## config.mk

```make
export PLATFORM = sky130hd
export DESIGN_NAME = vst_sync_trig
export DESIGN_NICKNAME = d
export VERILOG_FILES = /design/src/hw/vst_pkg.sv /design/src/hw/vst_cond_if.sv /design/src/hw/vst_sync_trig.sv /design/src/hw/vst_in_cond.sv /design/src/hw/vst_irq.sv
export VERILOG_INCLUDE_DIRS = /design/src /design/src/hw
export SDC_FILE = /design/constraint.sdc
export NUM_CORES = 1
export LEC_CHECK = 0
export ABC_AREA = 1
export BUFFER_PORTS_ARGS = -buffer_cell sky130_fd_sc_hd__buf_2
export CORE_MARGIN = 2
export CORE_UTILIZATION = 54
export DETAILED_ROUTE_END_ITERATION = 8
export HOLD_SLACK_MARGIN = 0.15
export PLACE_DENSITY = 0.88
export SKIP_CTS_REPAIR_TIMING = 1
export SYNTH_ARGS = -nofsm -noshare
export SYNTH_HDL_FRONTEND = slang
export SYNTH_SLANG_ARGS = --single-unit
```

## constraint.sdc

```tcl
create_clock -name clock -period 1.6 [get_ports clock]
set_input_delay 0.16 -clock clock [delete_from_list [all_inputs] [get_ports clock]]
set_output_delay 0.16 -clock clock [all_outputs]
set_load 0.05 [all_outputs]
```

## src/hw/vst_regs.svh

```systemverilog
// Register offsets, field positions and reset values of the sync and trigger block
`ifndef VST_REGS_SVH
`define VST_REGS_SVH

// Register byte offsets
`define VST_CTRL_OFS 8'h00
`define VST_TRIG_OFS 8'h04
`define VST_CMD_OFS 8'h08
`define VST_STATUS_OFS 8'h0C
`define VST_MASK_OFS 8'h10
`define VST_STATE_OFS 8'h14

// Control register fields
`define VST_CTRL_MODE_LSB 0
`define VST_CTRL_PCLK_POL 2
`define VST_CTRL_LINE_POL 3
`define VST_CTRL_FIELD_POL 4
`define VST_CTRL_CSYNC_POL 5
`define VST_CTRL_RST 32'h0000_0000

// Trigger configuration: one byte per line
`define VST_TRIG_DRIVE 0
`define VST_TRIG_FALL 1
`define VST_TRIG_ACT_LSB 2
`define VST_TRIG_STATIC 4
`define VST_TRIG_LEVEL 5
`define VST_TRIG_SRC_LSB 6
`define VST_TRIG_RST 32'h0000_0000

// Command register fields, write-only pulses
`define VST_CMD_START 0
`define VST_CMD_STOP 1

// Interrupt status bits
`define VST_EV_TRIG_START 0
`define VST_EV_TRIG_STOP 1
`define VST_EV_ACQ_DONE 2
`define VST_EV_FIELD 3
`define VST_NUM_EV 4
`define VST_MASK_RST 4'h0

// Conditioned external inputs: pixel clock, line, field, csync, four triggers
`define VST_NUM_COND 8
`define VST_NUM_TRIG 4

`endif

```

## src/hw/vst_pkg.sv

```systemverilog
// Types shared by the sync and trigger block
package vst_pkg;

    // Acquisition timing source
    typedef enum logic [1:0] {
        VST_MODE_STANDARD = 2'h0,
        VST_MODE_CSYNC_EXT = 2'h1,
        VST_MODE_EXT_LOCK = 2'h2,
        VST_MODE_SPARE = 2'h3
    } vst_mode_e;

    // Action taken on an input trigger edge
    typedef enum logic [1:0] {
        VST_ACT_NONE = 2'h0,
        VST_ACT_START = 2'h1,
        VST_ACT_STOP = 2'h2,
        VST_ACT_SPARE = 2'h3
    } vst_act_e;

    // Source shown on an output trigger line
    typedef enum logic [1:0] {
        VST_SRC_RUNNING = 2'h0,
        VST_SRC_COMPLETE = 2'h1,
        VST_SRC_LINE_SYNC = 2'h2,
        VST_SRC_SAMPLE_CLK = 2'h3
    } vst_src_e;

endpackage

```

## src/hw/vst_cond_if.sv

```systemverilog
// Carrier between the top and the input conditioner
`include "vst_regs.svh"
interface vst_cond_if;
    logic [`VST_NUM_COND-1:0] raw;
    logic [`VST_NUM_COND-1:0] invert;
    logic [`VST_NUM_COND-1:0] level;
    logic [`VST_NUM_COND-1:0] rise;
    logic [`VST_NUM_COND-1:0] fall;

    modport cond (input raw, input invert, output level, output rise, output fall);
    modport user (output raw, output invert, input level, input rise, input fall);
endinterface

```

## src/hw/vst_sync_trig.sv

```systemverilog
// Video sync selection and trigger line control with APB registers
`include "vst_regs.svh"

// Summary of operation
// - External lock mode samples on the external pixel clock, not the internal one.
// - Software sets the polarity of the external pixel clock input.
// - Software sets line sync polarity; external lock uses it as line start.
// - Software sets field sync polarity; external lock uses it as field start.
// - Software sets composite sync polarity; used only in external composite mode.
// - External composite mode drives composite output from its input after polarity and the synchroniser.
// - Standard mode drives composite output from the own sync logic.
// - Each of four input triggers can start or stop acquisition.
// - Software picks rising or falling edge per input trigger.
// - Software can drive each trigger line to a static level.
// - Output triggers show running, complete, line sync or sample clock.
// - Standard mode takes all sync and pixel clock from the composite video.
module vst_sync_trig
    import vst_pkg::*;
(
    input wire logic clock,
    input wire logic nrst,
    // APB slave
    input wire logic psel,
    input wire logic penable,
    input wire logic pwrite,
    input wire logic [7:0] paddr,
    input wire logic [31:0] pwdata,
    output logic [31:0] prdata,
    output logic pready,
    output logic pslverr,
    // External connector inputs
    input wire logic ext_pixel_clock_in,
    input wire logic ext_line_sync_in,
    input wire logic ext_field_sync_in,
    input wire logic ext_composite_sync_in,
    // Own sync separator, same clock
    input wire logic int_composite_sync,
    input wire logic int_line_sync,
    input wire logic int_field_sync,
    input wire logic int_pixel_clock,
    // Acquisition engine, same clock
    input wire logic acq_running_flag,
    input wire logic acq_complete_flag,
    // Trigger pins
    input wire logic [`VST_NUM_TRIG-1:0] trigger_lines_in,
    output logic [`VST_NUM_TRIG-1:0] trigger_lines_out,
    output logic [`VST_NUM_TRIG-1:0] trigger_lines_oe,
    // Selected timing towards the converter
    output logic composite_sync_out,
    output logic sample_clock,
    output logic line_sync,
    output logic field_sync,
    output logic sample_strobe,
    output logic line_start_pulse,
    output logic field_start_pulse,
    // Acquisition control
    output logic acq_start_pulse,
    output logic acq_stop_pulse,
    output logic irq
);

    // Condition vector bit positions
    localparam int unsigned CB_PCLK = 0;
    localparam int unsigned CB_LINE = 1;
    localparam int unsigned CB_FIELD = 2;
    localparam int unsigned CB_CSYNC = 3;
    localparam int unsigned CB_TRIG = 4;

    logic [31:0] ctrl_q;
    logic [31:0] trig_q;
    logic [31:0] prdata_q;
    logic [`VST_NUM_EV-1:0] rd_clr_q;
    vst_mode_e mode;
    logic setup;
    logic access;
    logic wr_fire;
    logic rd_fire;
    logic mapped;
    logic [31:0] rd_mux;
    logic [`VST_NUM_EV-1:0] ev_set;
    logic [`VST_NUM_EV-1:0] ev_clr;
    logic [`VST_NUM_EV-1:0] irq_status;
    logic [`VST_NUM_EV-1:0] irq_mask;
    logic sw_start;
    logic sw_stop;
    logic [`VST_NUM_TRIG-1:0] trig_start;
    logic [`VST_NUM_TRIG-1:0] trig_stop;
    logic [`VST_NUM_TRIG-1:0] trig_out_d;
    logic sel_pclk;
    logic sel_line;
    logic sel_field;
    logic csync_d;
    logic int_pclk_prev_q;
    logic int_line_prev_q;
    logic int_field_prev_q;
    logic pclk_edge;
    logic line_edge;
    logic field_edge;
    logic complete_prev_q;
    logic composite_sync_q;
    logic sample_clock_q;
    logic line_sync_q;
    logic field_sync_q;
    logic sample_strobe_q;
    logic line_start_q;
    logic field_start_q;
    logic acq_start_q;
    logic acq_stop_q;
    logic [`VST_NUM_TRIG-1:0] trig_out_q;
    logic [`VST_NUM_TRIG-1:0] trig_oe_q;

    vst_cond_if cif ();

    // APB phase decode
    assign setup = psel & ~penable;
    assign access = psel & penable;
    assign mapped = (paddr == `VST_CTRL_OFS) || (paddr == `VST_TRIG_OFS) ||
                    (paddr == `VST_CMD_OFS) || (paddr == `VST_STATUS_OFS) ||
                    (paddr == `VST_MASK_OFS) || (paddr == `VST_STATE_OFS);
    assign wr_fire = access & pwrite & mapped;
    assign rd_fire = access & ~pwrite & mapped;
    assign pready = access;
    assign pslverr = access & ~mapped;
    assign mode = vst_mode_e'(ctrl_q[`VST_CTRL_MODE_LSB +: 2]);

    // Control register: mode and input polarities
    always_ff @(posedge clock or negedge nrst) begin
        if (!nrst) begin
            ctrl_q <= `VST_CTRL_RST;
        end else if (wr_fire && paddr == `VST_CTRL_OFS) begin
            ctrl_q <= {26'h000_0000, pwdata[5:0]};
        end
    end

    // Trigger configuration, one byte per line
    always_ff @(posedge clock or negedge nrst) begin
        if (!nrst) begin
            trig_q <= `VST_TRIG_RST;
        end else if (wr_fire && paddr == `VST_TRIG_OFS) begin
            trig_q <= pwdata;
        end
    end

    // Software start and stop commands
    assign sw_start = wr_fire && paddr == `VST_CMD_OFS && pwdata[`VST_CMD_START];
    assign sw_stop = wr_fire && paddr == `VST_CMD_OFS && pwdata[`VST_CMD_STOP];

    // Read data mux, sampled in the setup cycle
    always_comb begin
        rd_mux = 32'h0000_0000;
        unique case (paddr)
            `VST_CTRL_OFS: rd_mux = ctrl_q;
            `VST_TRIG_OFS: rd_mux = trig_q;
            `VST_STATUS_OFS: rd_mux[`VST_NUM_EV-1:0] = irq_status;
            `VST_MASK_OFS: rd_mux[`VST_NUM_EV-1:0] = irq_mask;
            `VST_STATE_OFS: rd_mux = {20'h0_0000, cif.level[CB_TRIG +: `VST_NUM_TRIG],
                                      sample_clock_q, field_sync_q, line_sync_q,
                                      composite_sync_q, 2'h0,
                                      acq_complete_flag, acq_running_flag};
            default: rd_mux = 32'h0000_0000;
        endcase
    end

    // Read data register and captured status bits
    always_ff @(posedge clock or negedge nrst) begin
        if (!nrst) begin
            prdata_q <= 32'h0000_0000;
            rd_clr_q <= '0;
        end else if (setup) begin
            prdata_q <= rd_mux;
            rd_clr_q <= (paddr == `VST_STATUS_OFS) ? irq_status : '0;
        end
    end

    assign prdata = prdata_q;

    // Read clears only the status bits actually returned
    assign ev_clr = rd_fire && paddr == `VST_STATUS_OFS ? rd_clr_q : '0;

    // External inputs into the conditioner
    assign cif.raw = {trigger_lines_in, ext_composite_sync_in, ext_field_sync_in,
                      ext_line_sync_in, ext_pixel_clock_in};
    assign cif.invert = {4'h0, ctrl_q[`VST_CTRL_CSYNC_POL], ctrl_q[`VST_CTRL_FIELD_POL],
                         ctrl_q[`VST_CTRL_LINE_POL], ctrl_q[`VST_CTRL_PCLK_POL]};

    // Polarity, synchroniser, edge detect
    vst_in_cond u_cond (
        .clock(clock),
        .nrst(nrst),
        .c(cif.cond)
    );

    // Previous own sync and acquisition complete levels for edge finding
    always_ff @(posedge clock or negedge nrst) begin
        if (!nrst) begin
            int_pclk_prev_q <= 1'b0;
            int_line_prev_q <= 1'b0;
            int_field_prev_q <= 1'b0;
            complete_prev_q <= 1'b0;
        end else begin
            int_pclk_prev_q <= int_pixel_clock;
            int_line_prev_q <= int_line_sync;
            int_field_prev_q <= int_field_sync;
            complete_prev_q <= acq_complete_flag;
        end
    end

    // Timing source selection by mode
    always_comb begin
        if (mode == VST_MODE_EXT_LOCK) begin
            sel_pclk = cif.level[CB_PCLK];
            sel_line = cif.level[CB_LINE];
            sel_field = cif.level[CB_FIELD];
            pclk_edge = cif.rise[CB_PCLK];
            line_edge = cif.rise[CB_LINE];
            field_edge = cif.rise[CB_FIELD];
        end else begin
            sel_pclk = int_pixel_clock;
            sel_line = int_line_sync;
            sel_field = int_field_sync;
            pclk_edge = int_pixel_clock & ~int_pclk_prev_q;
            line_edge = int_line_sync & ~int_line_prev_q;
            field_edge = int_field_sync & ~int_field_prev_q;
        end
    end

    // Composite sync output source
    always_comb begin
        if (mode == VST_MODE_CSYNC_EXT) begin
            csync_d = cif.level[CB_CSYNC];
        end else begin
            csync_d = int_composite_sync;
        end
    end

    // Registered timing outputs
    always_ff @(posedge clock or negedge nrst) begin
        if (!nrst) begin
            composite_sync_q <= 1'b0;
            sample_clock_q <= 1'b0;
            line_sync_q <= 1'b0;
            field_sync_q <= 1'b0;
            sample_strobe_q <= 1'b0;
            line_start_q <= 1'b0;
            field_start_q <= 1'b0;
        end else begin
            composite_sync_q <= csync_d;
            sample_clock_q <= sel_pclk;
            line_sync_q <= sel_line;
            field_sync_q <= sel_field;
            sample_strobe_q <= pclk_edge;
            line_start_q <= line_edge;
            field_start_q <= field_edge;
        end
    end

    assign composite_sync_out = composite_sync_q;
    assign sample_clock = sample_clock_q;
    assign line_sync = line_sync_q;
    assign field_sync = field_sync_q;
    assign sample_strobe = sample_strobe_q;
    assign line_start_pulse = line_start_q;
    assign field_start_pulse = field_start_q;

    // Per-line input edge handling and output source mux
    genvar t;
    generate
        for (t = 0; t < `VST_NUM_TRIG; t++) begin : g_trig
            logic [7:0] cfg;
            logic hit;
            vst_act_e act;
            vst_src_e src;

            assign cfg = trig_q[8*t +: 8];
            assign act = vst_act_e'(cfg[`VST_TRIG_ACT_LSB +: 2]);
            assign src = vst_src_e'(cfg[`VST_TRIG_SRC_LSB +: 2]);
            // Selected edge of an undriven line
            assign hit = ~cfg[`VST_TRIG_DRIVE] &
                         (cfg[`VST_TRIG_FALL] ? cif.fall[CB_TRIG + t]
                                              : cif.rise[CB_TRIG + t]);
            assign trig_start[t] = hit & (act == VST_ACT_START);
            assign trig_stop[t] = hit & (act == VST_ACT_STOP);

            // Static level or status source
            always_comb begin
                if (cfg[`VST_TRIG_STATIC]) begin
                    trig_out_d[t] = cfg[`VST_TRIG_LEVEL];
                end else begin
                    unique case (src)
                        VST_SRC_RUNNING: trig_out_d[t] = acq_running_flag;
                        VST_SRC_COMPLETE: trig_out_d[t] = acq_complete_flag;
                        VST_SRC_LINE_SYNC: trig_out_d[t] = sel_line;
                        VST_SRC_SAMPLE_CLK: trig_out_d[t] = sel_pclk;
                    endcase
                end
            end
        end
    endgenerate

    // Trigger pin drivers
    always_ff @(posedge clock or negedge nrst) begin
        if (!nrst) begin
            trig_out_q <= '0;
            trig_oe_q <= '0;
        end else begin
            trig_out_q <= trig_out_d;
            for (int k = 0; k < `VST_NUM_TRIG; k++) begin
                trig_oe_q[k] <= trig_q[8*k + `VST_TRIG_DRIVE];
            end
        end
    end

    assign trigger_lines_out = trig_out_q;
    assign trigger_lines_oe = trig_oe_q;

    // Acquisition start and stop requests
    always_ff @(posedge clock or negedge nrst) begin
        if (!nrst) begin
            acq_start_q <= 1'b0;
            acq_stop_q <= 1'b0;
        end else begin
            acq_start_q <= sw_start | (|trig_start);
            acq_stop_q <= sw_stop | (|trig_stop);
        end
    end

    assign acq_start_pulse = acq_start_q;
    assign acq_stop_pulse = acq_stop_q;

    // Interrupt events
    always_comb begin
        ev_set = '0;
        ev_set[`VST_EV_TRIG_START] = |trig_start;
        ev_set[`VST_EV_TRIG_STOP] = |trig_stop;
        ev_set[`VST_EV_ACQ_DONE] = acq_complete_flag & ~complete_prev_q;
        ev_set[`VST_EV_FIELD] = field_edge;
    end

    // Sticky status, mask and interrupt line
    vst_irq u_irq (
        .clock(clock),
        .nrst(nrst),
        .event_set(ev_set),
        .event_clr(ev_clr),
        .mask_wr(wr_fire && paddr == `VST_MASK_OFS),
        .mask_wdata(pwdata[`VST_NUM_EV-1:0]),
        .status(irq_status),
        .mask(irq_mask),
        .irq(irq)
    );

endmodule

```

## src/hw/vst_in_cond.sv

```systemverilog
// Polarity, two-stage synchroniser and edge detect for external inputs
`include "vst_regs.svh"
module vst_in_cond
    import vst_pkg::*;
(
    input wire logic clock,
    input wire logic nrst,
    vst_cond_if.cond c
);

    logic [`VST_NUM_COND-1:0] meta_q;
    logic [`VST_NUM_COND-1:0] sync_q;
    logic [`VST_NUM_COND-1:0] prev_q;
    logic [`VST_NUM_COND-1:0] rise_q;
    logic [`VST_NUM_COND-1:0] fall_q;

    genvar i;
    generate
        for (i = 0; i < `VST_NUM_COND; i++) begin : g_bit
            // Polarity before the flops, edges only after the second stage
            always_ff @(posedge clock or negedge nrst) begin
                if (!nrst) begin
                    meta_q[i] <= 1'b0;
                    sync_q[i] <= 1'b0;
                    prev_q[i] <= 1'b0;
                    rise_q[i] <= 1'b0;
                    fall_q[i] <= 1'b0;
                end else begin
                    meta_q[i] <= c.raw[i] ^ c.invert[i];
                    sync_q[i] <= meta_q[i];
                    prev_q[i] <= sync_q[i];
                    rise_q[i] <= sync_q[i] & ~prev_q[i];
                    fall_q[i] <= ~sync_q[i] & prev_q[i];
                end
            end
        end
    endgenerate

    // Outputs all from flops
    assign c.level = prev_q;
    assign c.rise = rise_q;
    assign c.fall = fall_q;

endmodule

```

## src/hw/vst_irq.sv

```systemverilog
// Sticky event status, mask and level interrupt
`include "vst_regs.svh"
module vst_irq
    import vst_pkg::*;
(
    input wire logic clock,
    input wire logic nrst,
    input wire logic [`VST_NUM_EV-1:0] event_set,
    input wire logic [`VST_NUM_EV-1:0] event_clr,
    input wire logic mask_wr,
    input wire logic [`VST_NUM_EV-1:0] mask_wdata,
    output logic [`VST_NUM_EV-1:0] status,
    output logic [`VST_NUM_EV-1:0] mask,
    output logic irq
);

    logic [`VST_NUM_EV-1:0] status_q;
    logic [`VST_NUM_EV-1:0] mask_q;
    logic irq_q;

    // Set beats a clear in the same cycle
    always_ff @(posedge clock or negedge nrst) begin
        if (!nrst) begin
            status_q <= '0;
        end else begin
            status_q <= (status_q & ~event_clr) | event_set;
        end
    end

    // Mask register
    always_ff @(posedge clock or negedge nrst) begin
        if (!nrst) begin
            mask_q <= `VST_MASK_RST;
        end else if (mask_wr) begin
            mask_q <= mask_wdata;
        end
    end

    // Registered interrupt level
    always_ff @(posedge clock or negedge nrst) begin
        if (!nrst) begin
            irq_q <= 1'b0;
        end else begin
            irq_q <= |(((status_q & ~event_clr) | event_set) & mask_q);
        end
    end

    assign status = status_q;
    assign mask = mask_q;
    assign irq = irq_q;

endmodule

```

* Word-level counts from Yosys, hierarchy flattened
Cells that the tools add are included.
Operators by class: $add $sub $neg 0, multipliers 0, div/mod/pow operators 0, order comparisons 0, equality and inequality tests 27, shift operators 0, muxes and demuxes 23, bitwise operators 66, reductions and logical operators 20
Operators with widths (count):
- one-hot mux 28 bit (3 select lines) | 1
- bitwise AND 1 bit | 34
- equality test 2 bit (second input constant) | 13
- inverter 1 bit | 22
- one-hot mux 4 bit (5 select lines) | 1
- equality test 2 x 1 -> 1 bit (second input constant) | 9
- equality test 8 x 4 -> 1 bit (second input constant) | 2
- equality test 8 x 5 -> 1 bit (second input constant) | 2
- one-hot mux 1 bit (4 select lines) | 4
- two-way mux 1 bit | 15
- OR reduction 4 bit | 3
- bitwise AND 4 bit | 2
- equality test 8 x 3 -> 1 bit (second input constant) | 1
- logical NOT 2 bit | 4
- logical NOT 8 bit | 1
- two-way mux 4 bit | 2
- logical AND 1 bit | 7
- logical OR 1 bit | 5
- inverter 4 bit | 1
- OR 4 bit | 1
- bitwise XOR 1 bit | 4
- OR 1 bit | 2
Word-level totals: flip-flop bits (word level) 139, bits in latches 0, memory bits (writable) 0, memory bits (read-only) 0, bits of input ports 59, output and inout bits 52, word-level logic and storage cells 193, memories kept 0

* Depth between registers and ports, before layout
Gate-level depths: netlist of run 1.
word-level depth 14, mapped depth 11, mapped depth without buffers 11

* Hierarchy
From an unflattened synthesis of run 1, not the netlist that was laid out.
Second synthesis, totals: cell total of the unflattened synthesis 674, area, all modules 6160.9 µm²
By module, submodules not included:
- vst_sync_trig | times used 1, cells an instance 524, area each 4525.6 µm², seq. area each 2377.3 µm²
- vst_in_cond | times used 1, cells an instance 112, area each 1271.2 µm², seq. area each 1001.0 µm²
- vst_irq | times used 1, cells an instance 38, area each 364.1 µm², seq. area each 225.2 µm²

* Worst setup path before layout of run 1
OpenSTA, ideal clock, no wires.
path kind input to output, start point input paddr[7], end point output pslverr, arrival time 1190 ps, required time 1440 ps, setup slack 250 ps, stages 6, path buffers 0, cell sequence nor2_1 -> nand2_1 -> inv_2 -> nand2_1 -> o21ai_2 -> nor2_1
Between the ends: cells in the longest elaborated chain, start to end 8, elaborated cells on any way between the ends 13, those cells by class eq/ne (5); bitwise (2); reduce/logical (6)
Ends and longest elaborated chain:
- from (decl) | RTL line vst_sync_trig.sv:26 | input wire logic [7:0] paddr,
- equality test 8 x 3 -> 1 bit or logical NOT 8 bit (tied branches)
- logical OR 1 bit (4 in a row) | RTL line vst_sync_trig.sv:117 | assign mapped = (paddr == `VST_CTRL_OFS) || (paddr == `VST_TRIG_OFS) ||
- logical OR 1 bit (*) | RTL line vst_sync_trig.sv:117
- inverter 1 bit (*) | RTL line vst_sync_trig.sv:123 | assign pslverr = access & ~mapped;
- bitwise AND 1 bit (*) | RTL line vst_sync_trig.sv:123
- to (decl) | RTL line vst_sync_trig.sv:30 | output logic pslverr,
Mark *: on every way between the ends. The rest lies on a longest branch, timed or not.

* Final worst setup path of run 1
start point input paddr[2], end point register ctrl_q[3]
Between the ends: cells in the longest elaborated chain, start to end 8, elaborated cells on any way between the ends 13, those cells by class eq/ne (5); bitwise (1); reduce/logical (7)
Ends and longest elaborated chain:
- equality test 8 x 3 -> 1 bit or logical NOT 8 bit (tied branches)
- logical OR 1 bit (5 in a row) | RTL line vst_sync_trig.sv:117
- bitwise AND 1 bit | RTL line vst_sync_trig.sv:120 | assign wr_fire = access & pwrite & mapped;
- logical AND 1 bit (no source line) (*)
- to (signal assigned) | RTL line vst_sync_trig.sv:129 | ctrl_q <= `VST_CTRL_RST;
- to (signal assigned) | RTL line vst_sync_trig.sv:131 | ctrl_q <= {26'h000_0000, pwdata[5:0]};
- to (decl) | RTL line vst_sync_trig.sv:69 | logic [31:0] ctrl_q;
Marked as above. A chain may end at the register's enable or synchronous reset.

==> run summary, run 1 <==
leakage power: 0.00388 uW
synth unique cells: 27
CTS tree: yes
routed wl met2: 7510 um
Max rail drop VDD: 0.637 mV
Fin. Hold Viols: 0
CP endpoint kind: flop
cell area after synthesis: 0.00546 mm^2
Synth-to-Final Area Change: 33.7%
fin area: 0.00730 mm^2
DR iter-0 viols: 577
root buffer cell: clkbuf_8
clk_skew: 8.75 ps
Startpoint Class: primary input
clk sink count: 139
setup violators final: 0
Achievable Freq: 635 MHz
clk_lat worst skew: 520 ps
slowest CP cell: dlygate4sd3_1
first-pass GRT wire length: 22000 um
total of warnings raised by yosys: 0
Met3 Wirelength: 1370 um
sequential-to-total area share from yosys stat: 0.637
global placer's final weighted congestion: 0.886
crit path DAT: 1950 ps
Tightest Pin Transition: 884 ps
sequence of cells on the critical path: dlygate4sd3_1 > buf_2 > inv_1 > nand3_1 > nor2_2 > nand3_1 > nand2_1 > o21ai_1
register clock-pin slew on the reported worst setup and hold paths: 60 ps
crit-path leading delay family: simple AND/OR/NAND/NOR gates
Fin Hold WS: 160 ps
GRT Overall Usage: 0.262
CP Data Required Time: 1980 ps
Top Layer Used: met4
status: finished clean
Final HPWL DP: 9260 um
DRT Pass-1 Iters: 6
Most common cell on crit path: nand3_1
Residual DRC: 0
final-report max-slew violation count: 0
gr ovfl total: 0
max cap viols: 0
Post-Synthesis Cells: 581
Post-Route WL: 15700 um
Via density: 5.57
wire per inst: 17.4 um
crit-path max FO: 12
largest net degree at the start of global routing: 65
Core Rows: 36
Die ar.: 0.0109 mm^2
die height: 105 um
initial antenna violation count: 0
mean area per synthesized cell: 9.40 um^2
Starting Density: 0.556
core region area: 0.00982 mm^2
Die Width: 105 um
ant diodes: 0
hold crit path type: primary input to async pin
fin crit share: 0.984
#FFs+latches synth: 139
Worst path max stage delay: 530 ps
I/O Buffers: 110
vias in the first global route: 4523
via count: 5009
min Tclk post-route: 1570 ps
TritonCTS Buffers: 17
CTS max path bufs: 2
htree depth: 4
WP buf/inv: 3
Top Ports: 111
fraction of layout instances using a drive strength above 1: 0.215
metal1 wirelength: 5880 um
Area after DPL: 0.00625 mm^2
syn_nets: 640
final net count: 814
Cell Pwr Density: 1080 mW/mm^2
Crit Path Category: primary input to flop
final antenna-violating net count: 0
Slew HR: 0.410
==> report_power, final <==
part           internal (uW)  switching, uW  leakage, uW
combinational            196            313      0.00190
clock                   2280           1460     0.000271
sequential              3580           30.0      0.00171
total                   6060           1800      0.00388
==> synthesized netlist by cell type (all sizes together) <==
library cell / n / area (um^2)
nand2: 178 / 683
o22ai: 4 / 25.0
xor2: 4 / 35.0
a22o: 3 / 26.3
o21ai: 46 / 234
o31ai: 13 / 97.6
nand3b: 1 / 7.51
mux2: 1 / 11.3
dfrtp: 139 / 3480
nor2: 52 / 221
buf: 9 / 57.6
nand3: 30 / 163
a21oi: 26 / 130
nand4: 2 / 12.5
o22a: 1 / 8.76
clkbuf: 8 / 30.0
inv: 64 / 243
==> cell families (layout without fill, tap and decap cells) <==
kind of cell              after synthesis  after routing  synth area share
AOI/OAI and AO/OA                      93             93            0.0955
xor gates and xnor gates                4              4           0.00641
buffers and inverters                  81            267            0.0605
DFF                                   139            139             0.637
muxes                                   1              1           0.00206
and+or+nand+nor                       263            263             0.199
==> path summary, 6_finish.rpt <==
| check | startpoint | end | slack (ps) | depth (start not counted) |
|---|---|---|---|---|
| max in group asynchronous | nrst | prdata[29] | 890 | 3 |
| min | nrst | prdata[4] | 160 | 2 |
| min reg2reg | u_cond.meta_q[6] | u_cond.sync_q[6] | 350 | 0 |
| max reg2reg | ctrl_q[0] | trigger_lines_out[3] | 50 | 8 |
| min in group clock | penable | prdata[11] | 160 | 5 |
| max | paddr[2] | ctrl_q[3] | 30 | 8 |
==> metrics by stage <==
| stage | setup slack [ps] | std cells | power (uW) | setup TNS, ps | utilization |
|---|---|---|---|---|---|
| 2_1_floorplan | 250 | 581 | 3840 | 0 | - |
| 3_3_place_gp | 130 | 820 | 4060 | 0 | 0.636 |
| 3_5_place_dp | -1.13 | 820 | 4080 | -1.13 | 0.636 |
| 4_1_cts | 123 | 851 | 7740 | 0 | 0.694 |
| 5_1_grt | -90.0 | 900 | 8070 | -246 | 0.744 |
| 6_report | 26.1 | 900 | 7850 | 0 | 0.744 |
==> per-layer routing <==
layer  GRT usage  up-vias
li1            -     2192
met1       0.323     2336
met2       0.431      382
met3      0.0636       99
met4       0.131        0
met5           0        -
==> cell type report <==
class / count / area (um^2)
multi-input combinational: 361 / 1660
inverter: 64 / 243
tap: 133 / 166
clock inverter: 12 / 124
fill: 628 / 2520
timing repair buffer: 172 / 1190
clock buffer: 19 / 442
sequential: 139 / 3480
==> sequential cells by signal (all words and copies together) (netlist names), 4 cells and up <==
register / cells
prdata: 32
trig_q: 32
u_cond.c.level: 8
u_cond.meta_q: 8
u_cond.sync_q: 8
u_cond.c.rise: 7
ctrl_q: 6
rd_clr_q: 4
trigger_lines_oe: 4
trigger_lines_out: 4
u_cond.c.fall: 4
u_irq.mask: 4
u_irq.status: 4
==> layout by cell type, fill, tap and decap left out, types with 2 or more instances in the layout <==
| cell | netlist | final |
|---|---|---|
| nand2_1 | 176 | 176 |
| dfrtp_1 | 139 | 139 |
| buf_2 | 7 | 109 |
| inv_1 | 61 | 61 |
| nor2_1 | 49 | 49 |
| dlygate4sd3_1 | 0 | 49 |
| nand3_1 | 29 | 29 |
| a21oi_1 | 26 | 26 |
| o21ai_1 | 24 | 24 |
| o21ai_0 | 21 | 21 |
| clkbuf_16 | 0 | 16 |
| o31ai_1 | 13 | 13 |
| buf_4 | 0 | 9 |
| clkinv_2 | 0 | 5 |
| xor2_1 | 4 | 4 |
| o22ai_1 | 4 | 4 |
| clkinvlp_4 | 0 | 4 |
| buf_12 | 0 | 4 |
| a22o_1 | 3 | 3 |
| clkbuf_8 | 0 | 3 |
| inv_2 | 2 | 2 |
| nand4_1 | 2 | 2 |
| nand2_4 | 2 | 2 |
| bufinv_16 | 0 | 2 |
Power figures use the tool's default switching activity.
==> run 2, diff against run 1 <==
--- a/config.mk
+++ b/config.mk
@@ -6,13 +6,12 @@
 export SDC_FILE = /design/constraint.sdc
 export NUM_CORES = 1
 export LEC_CHECK = 0
-export ABC_AREA = 1
 export BUFFER_PORTS_ARGS = -buffer_cell sky130_fd_sc_hd__buf_2
 export CORE_MARGIN = 2
-export CORE_UTILIZATION = 54
+export CORE_UTILIZATION = 55
 export DETAILED_ROUTE_END_ITERATION = 8
 export HOLD_SLACK_MARGIN = 0.15
-export PLACE_DENSITY = 0.88
+export PLACE_DENSITY_LB_ADDON = 0.25
 export SKIP_CTS_REPAIR_TIMING = 1
 export SYNTH_ARGS = -nofsm -noshare
 export SYNTH_HDL_FRONTEND = slang
==> run 2 against run 1 <==
The flow now finishes with violations (negative setup slack). Die area decreased by 0.21%. Critical path depth decreased by 3. Clock-buffer cell count decreased by 2. Synthesized area increased by 1.6%. First-iteration DRC count decreased by 52%. Critical path type is now flop to flop. Critical endpoint is now u_irq.irq.
==> run summary, run 2 <==
Fin. Hold Viols: 0
cell area after synthesis: 0.00555 mm^2
leakage power: 0.00391 uW
commonest non-fill, non-tap cells in the layout: dfrtp_1 (139), buf_2 (109), nand2_1 (69), buf_4 (50), dlygate4sd3_1 (47)
main area contributors after synthesis: dfrtp_1 (63%), mux2_4 (8.1%), nand2_1 (4.9%)
Final WS setup: -293 ps
CP endpoint kind: flop
Post-Synthesis Cells: 416
final net count: 686
share of the core filled with cells: 0.790
Top Ports: 111
Fin Hold WS: 76.3 ps
CTS tree: yes
fin crit share: 1.18
violated checks: negative setup slack
hold crit path type: primary input to flop
Die Width: 104 um
I/O Buffers: 110
synth cell count leaders: dfrtp_1 (139), nand2_1 (73), mux2_4 (30), o21ai_1 (25), nor2b_1 (16)
GRT Overall Usage: 0.267
clk_skew: 10.0 ps
Post-synth EDFFs: 0
sequential-to-total area share from yosys stat: 0.626
most common cell after layout, fill and taps aside: dfrtp_1
min Tclk post-route: 1890 ps
Residual DRC: 0
syn_nets: 475
WP buf/inv: 0
asr flop ratio synth: 1.00
total of warnings raised by yosys: 0
mean area per synthesized cell: 13.3 um^2
CP Data Required Time: 2010 ps
die height: 104 um
wire per inst: 19.5 um
crit-path leading delay family: simple AND/OR/NAND/NOR gates
clk_lat worst skew: 530 ps
gr ovfl total: 0
largest net degree at the start of global routing: 51
final antenna-violating net count: 0
register clock-pin slew on the reported worst setup and hold paths: 60 ps
status: finished with violations
max cap viols: 0
area of the multi-input gates: 0.00205 mm^2
#FFs+latches synth: 139
Cell Pwr Density: 1010 mW/mm^2
Via density: 5.50
Fillers: 592
Core Rows: 36
Achievable Freq: 528 MHz
vias in the first global route: 4202
Startpoint Class: flop
slowest CP cell: or4_4
Slew HR: 0.656
CTS max path bufs: 2
clk sink count: 139
fraction of layout instances using a drive strength above 1: 0.408
first-pass GRT wire length: 22000 um
crit path DAT: 2300 ps
Worst path max stage delay: 540 ps
DR iter-0 viols: 276
global placer's final weighted congestion: 0.957
DRT Pass-1 Iters: 5
synth unique cells: 47
sequence of cells on the critical path: mux2i_2 > nor4b_2 > or4_4 > a21o_1 > a211o_1
Max rail drop VDD: 0.700 mV
Synth area leader: dfrtp_1
Crit Path Category: flop to flop
Reg area: 0.00348 mm^2
initial antenna violation count: 1
Post-Route WL: 15100 um
post-synth top area share: 0.626
crit-path max FO: 2
core region area: 0.00977 mm^2
Final HPWL DP: 9450 um
Starting Density: 0.568
Synth-to-Final Area Change: 39.1%
TritonCTS Buffers: 17
Die ar.: 0.0109 mm^2
RSZ-0062 raised after global routing: true
setup violators final: 9
dominant synthesized flop cell: dfrtp_1
leading cell type by number of instances after synthesis: dfrtp_1
final-report max-slew violation count: 0
via count: 4256
root buffer cell: clkbuf_8
htree depth: 4
Tightest Pin Transition: 509 ps
-- run 2: cell count changes in the layout (fill, tap and decap cells not counted), sizes merged, moves of 11 or more --
cell,delta
inv,-57
buf,+40
o31ai,-13
o21ai,-15
nand2,-105
nor2b,+16
nand3,-25
a21oi,-24
nor4b,+11
nor2,-49
mux2,+50
-- run 2: logic make-up after synthesis --
kind of cell / share of synthesized area
flops: 0.626
xor+xnor: 0.00631
buf+inv: 0.0219
simple gates: 0.126
compound gates: 0.0683
mux: 0.151
-- run 2: layer usage --
| layer | GRT usage | wire (um) | vias up | part of all wire |
|---|---|---|---|---|
| li1 | - | - | 1885 | - |
| met1 | 0.357 | 6170 | 2138 | 0.41 |
| met2 | 0.422 | 7600 | 196 | 0.50 |
| met3 | 0.0708 | 915 | 37 | 0.061 |
| met4 | 0.0965 | 398 | 0 | 0.026 |
| met5 | 0 | 0 | - | 0 |
-- run 2: cell type report --
cell class	count	share of cell area
multi-input combinational	256	0.265
timing repair buffer	210	0.189
clock inverter	15	0.0183
tap	133	0.0215
sequential	139	0.450
antenna	1	0.000324
inverter	3	0.00146
clock buffer	17	0.0536
-- run 2: worst paths after layout --
path                                   from                end  slack, ps  cells past startpoint
min                                paddr[5]    u_irq.status[3]         80                      4
max reg2reg                      trig_q[25]          u_irq.irq       -290                      5
min in group asynchronous              nrst      sample_strobe        150                      2
max in group asynchronous              nrst          ctrl_q[0]        810                      3
max                              trig_q[25]          u_irq.irq       -290                      5
min reg2reg                u_cond.sync_q[3]  u_cond.c.level[3]        350                      0
-- run 2: metrics by stage --
step	instances	power [uW]	setup TNS [ps]	setup slack, ps	cell area [um^2]
6_report	774	7830	-848	-293	7720
5_1_grt	773	8050	-1250	-366	7720
4_1_cts	724	7750	-1070	-277	7160
3_5_place_dp	692	4130	-8050	-215	6610
3_3_place_gp	692	4110	-6350	-156	6610
2_1_floorplan	416	3850	-89.8	-89.8	5560
-- run 2: power breakdown --
part / switching (uW) / internal, uW
Sequential: 33.2 / 3580
Clock: 1580 / 2080
Combinational: 317 / 235
-- run 2: worst reg2reg max path, delay by kind of cell, from the launching register on --
kind	cells	cell delay (ps)
multiplexers	1	290
flip-flops	1	400
AO/OA/AOI/OAI	2	460
AND/OR/NAND/NOR	2	630
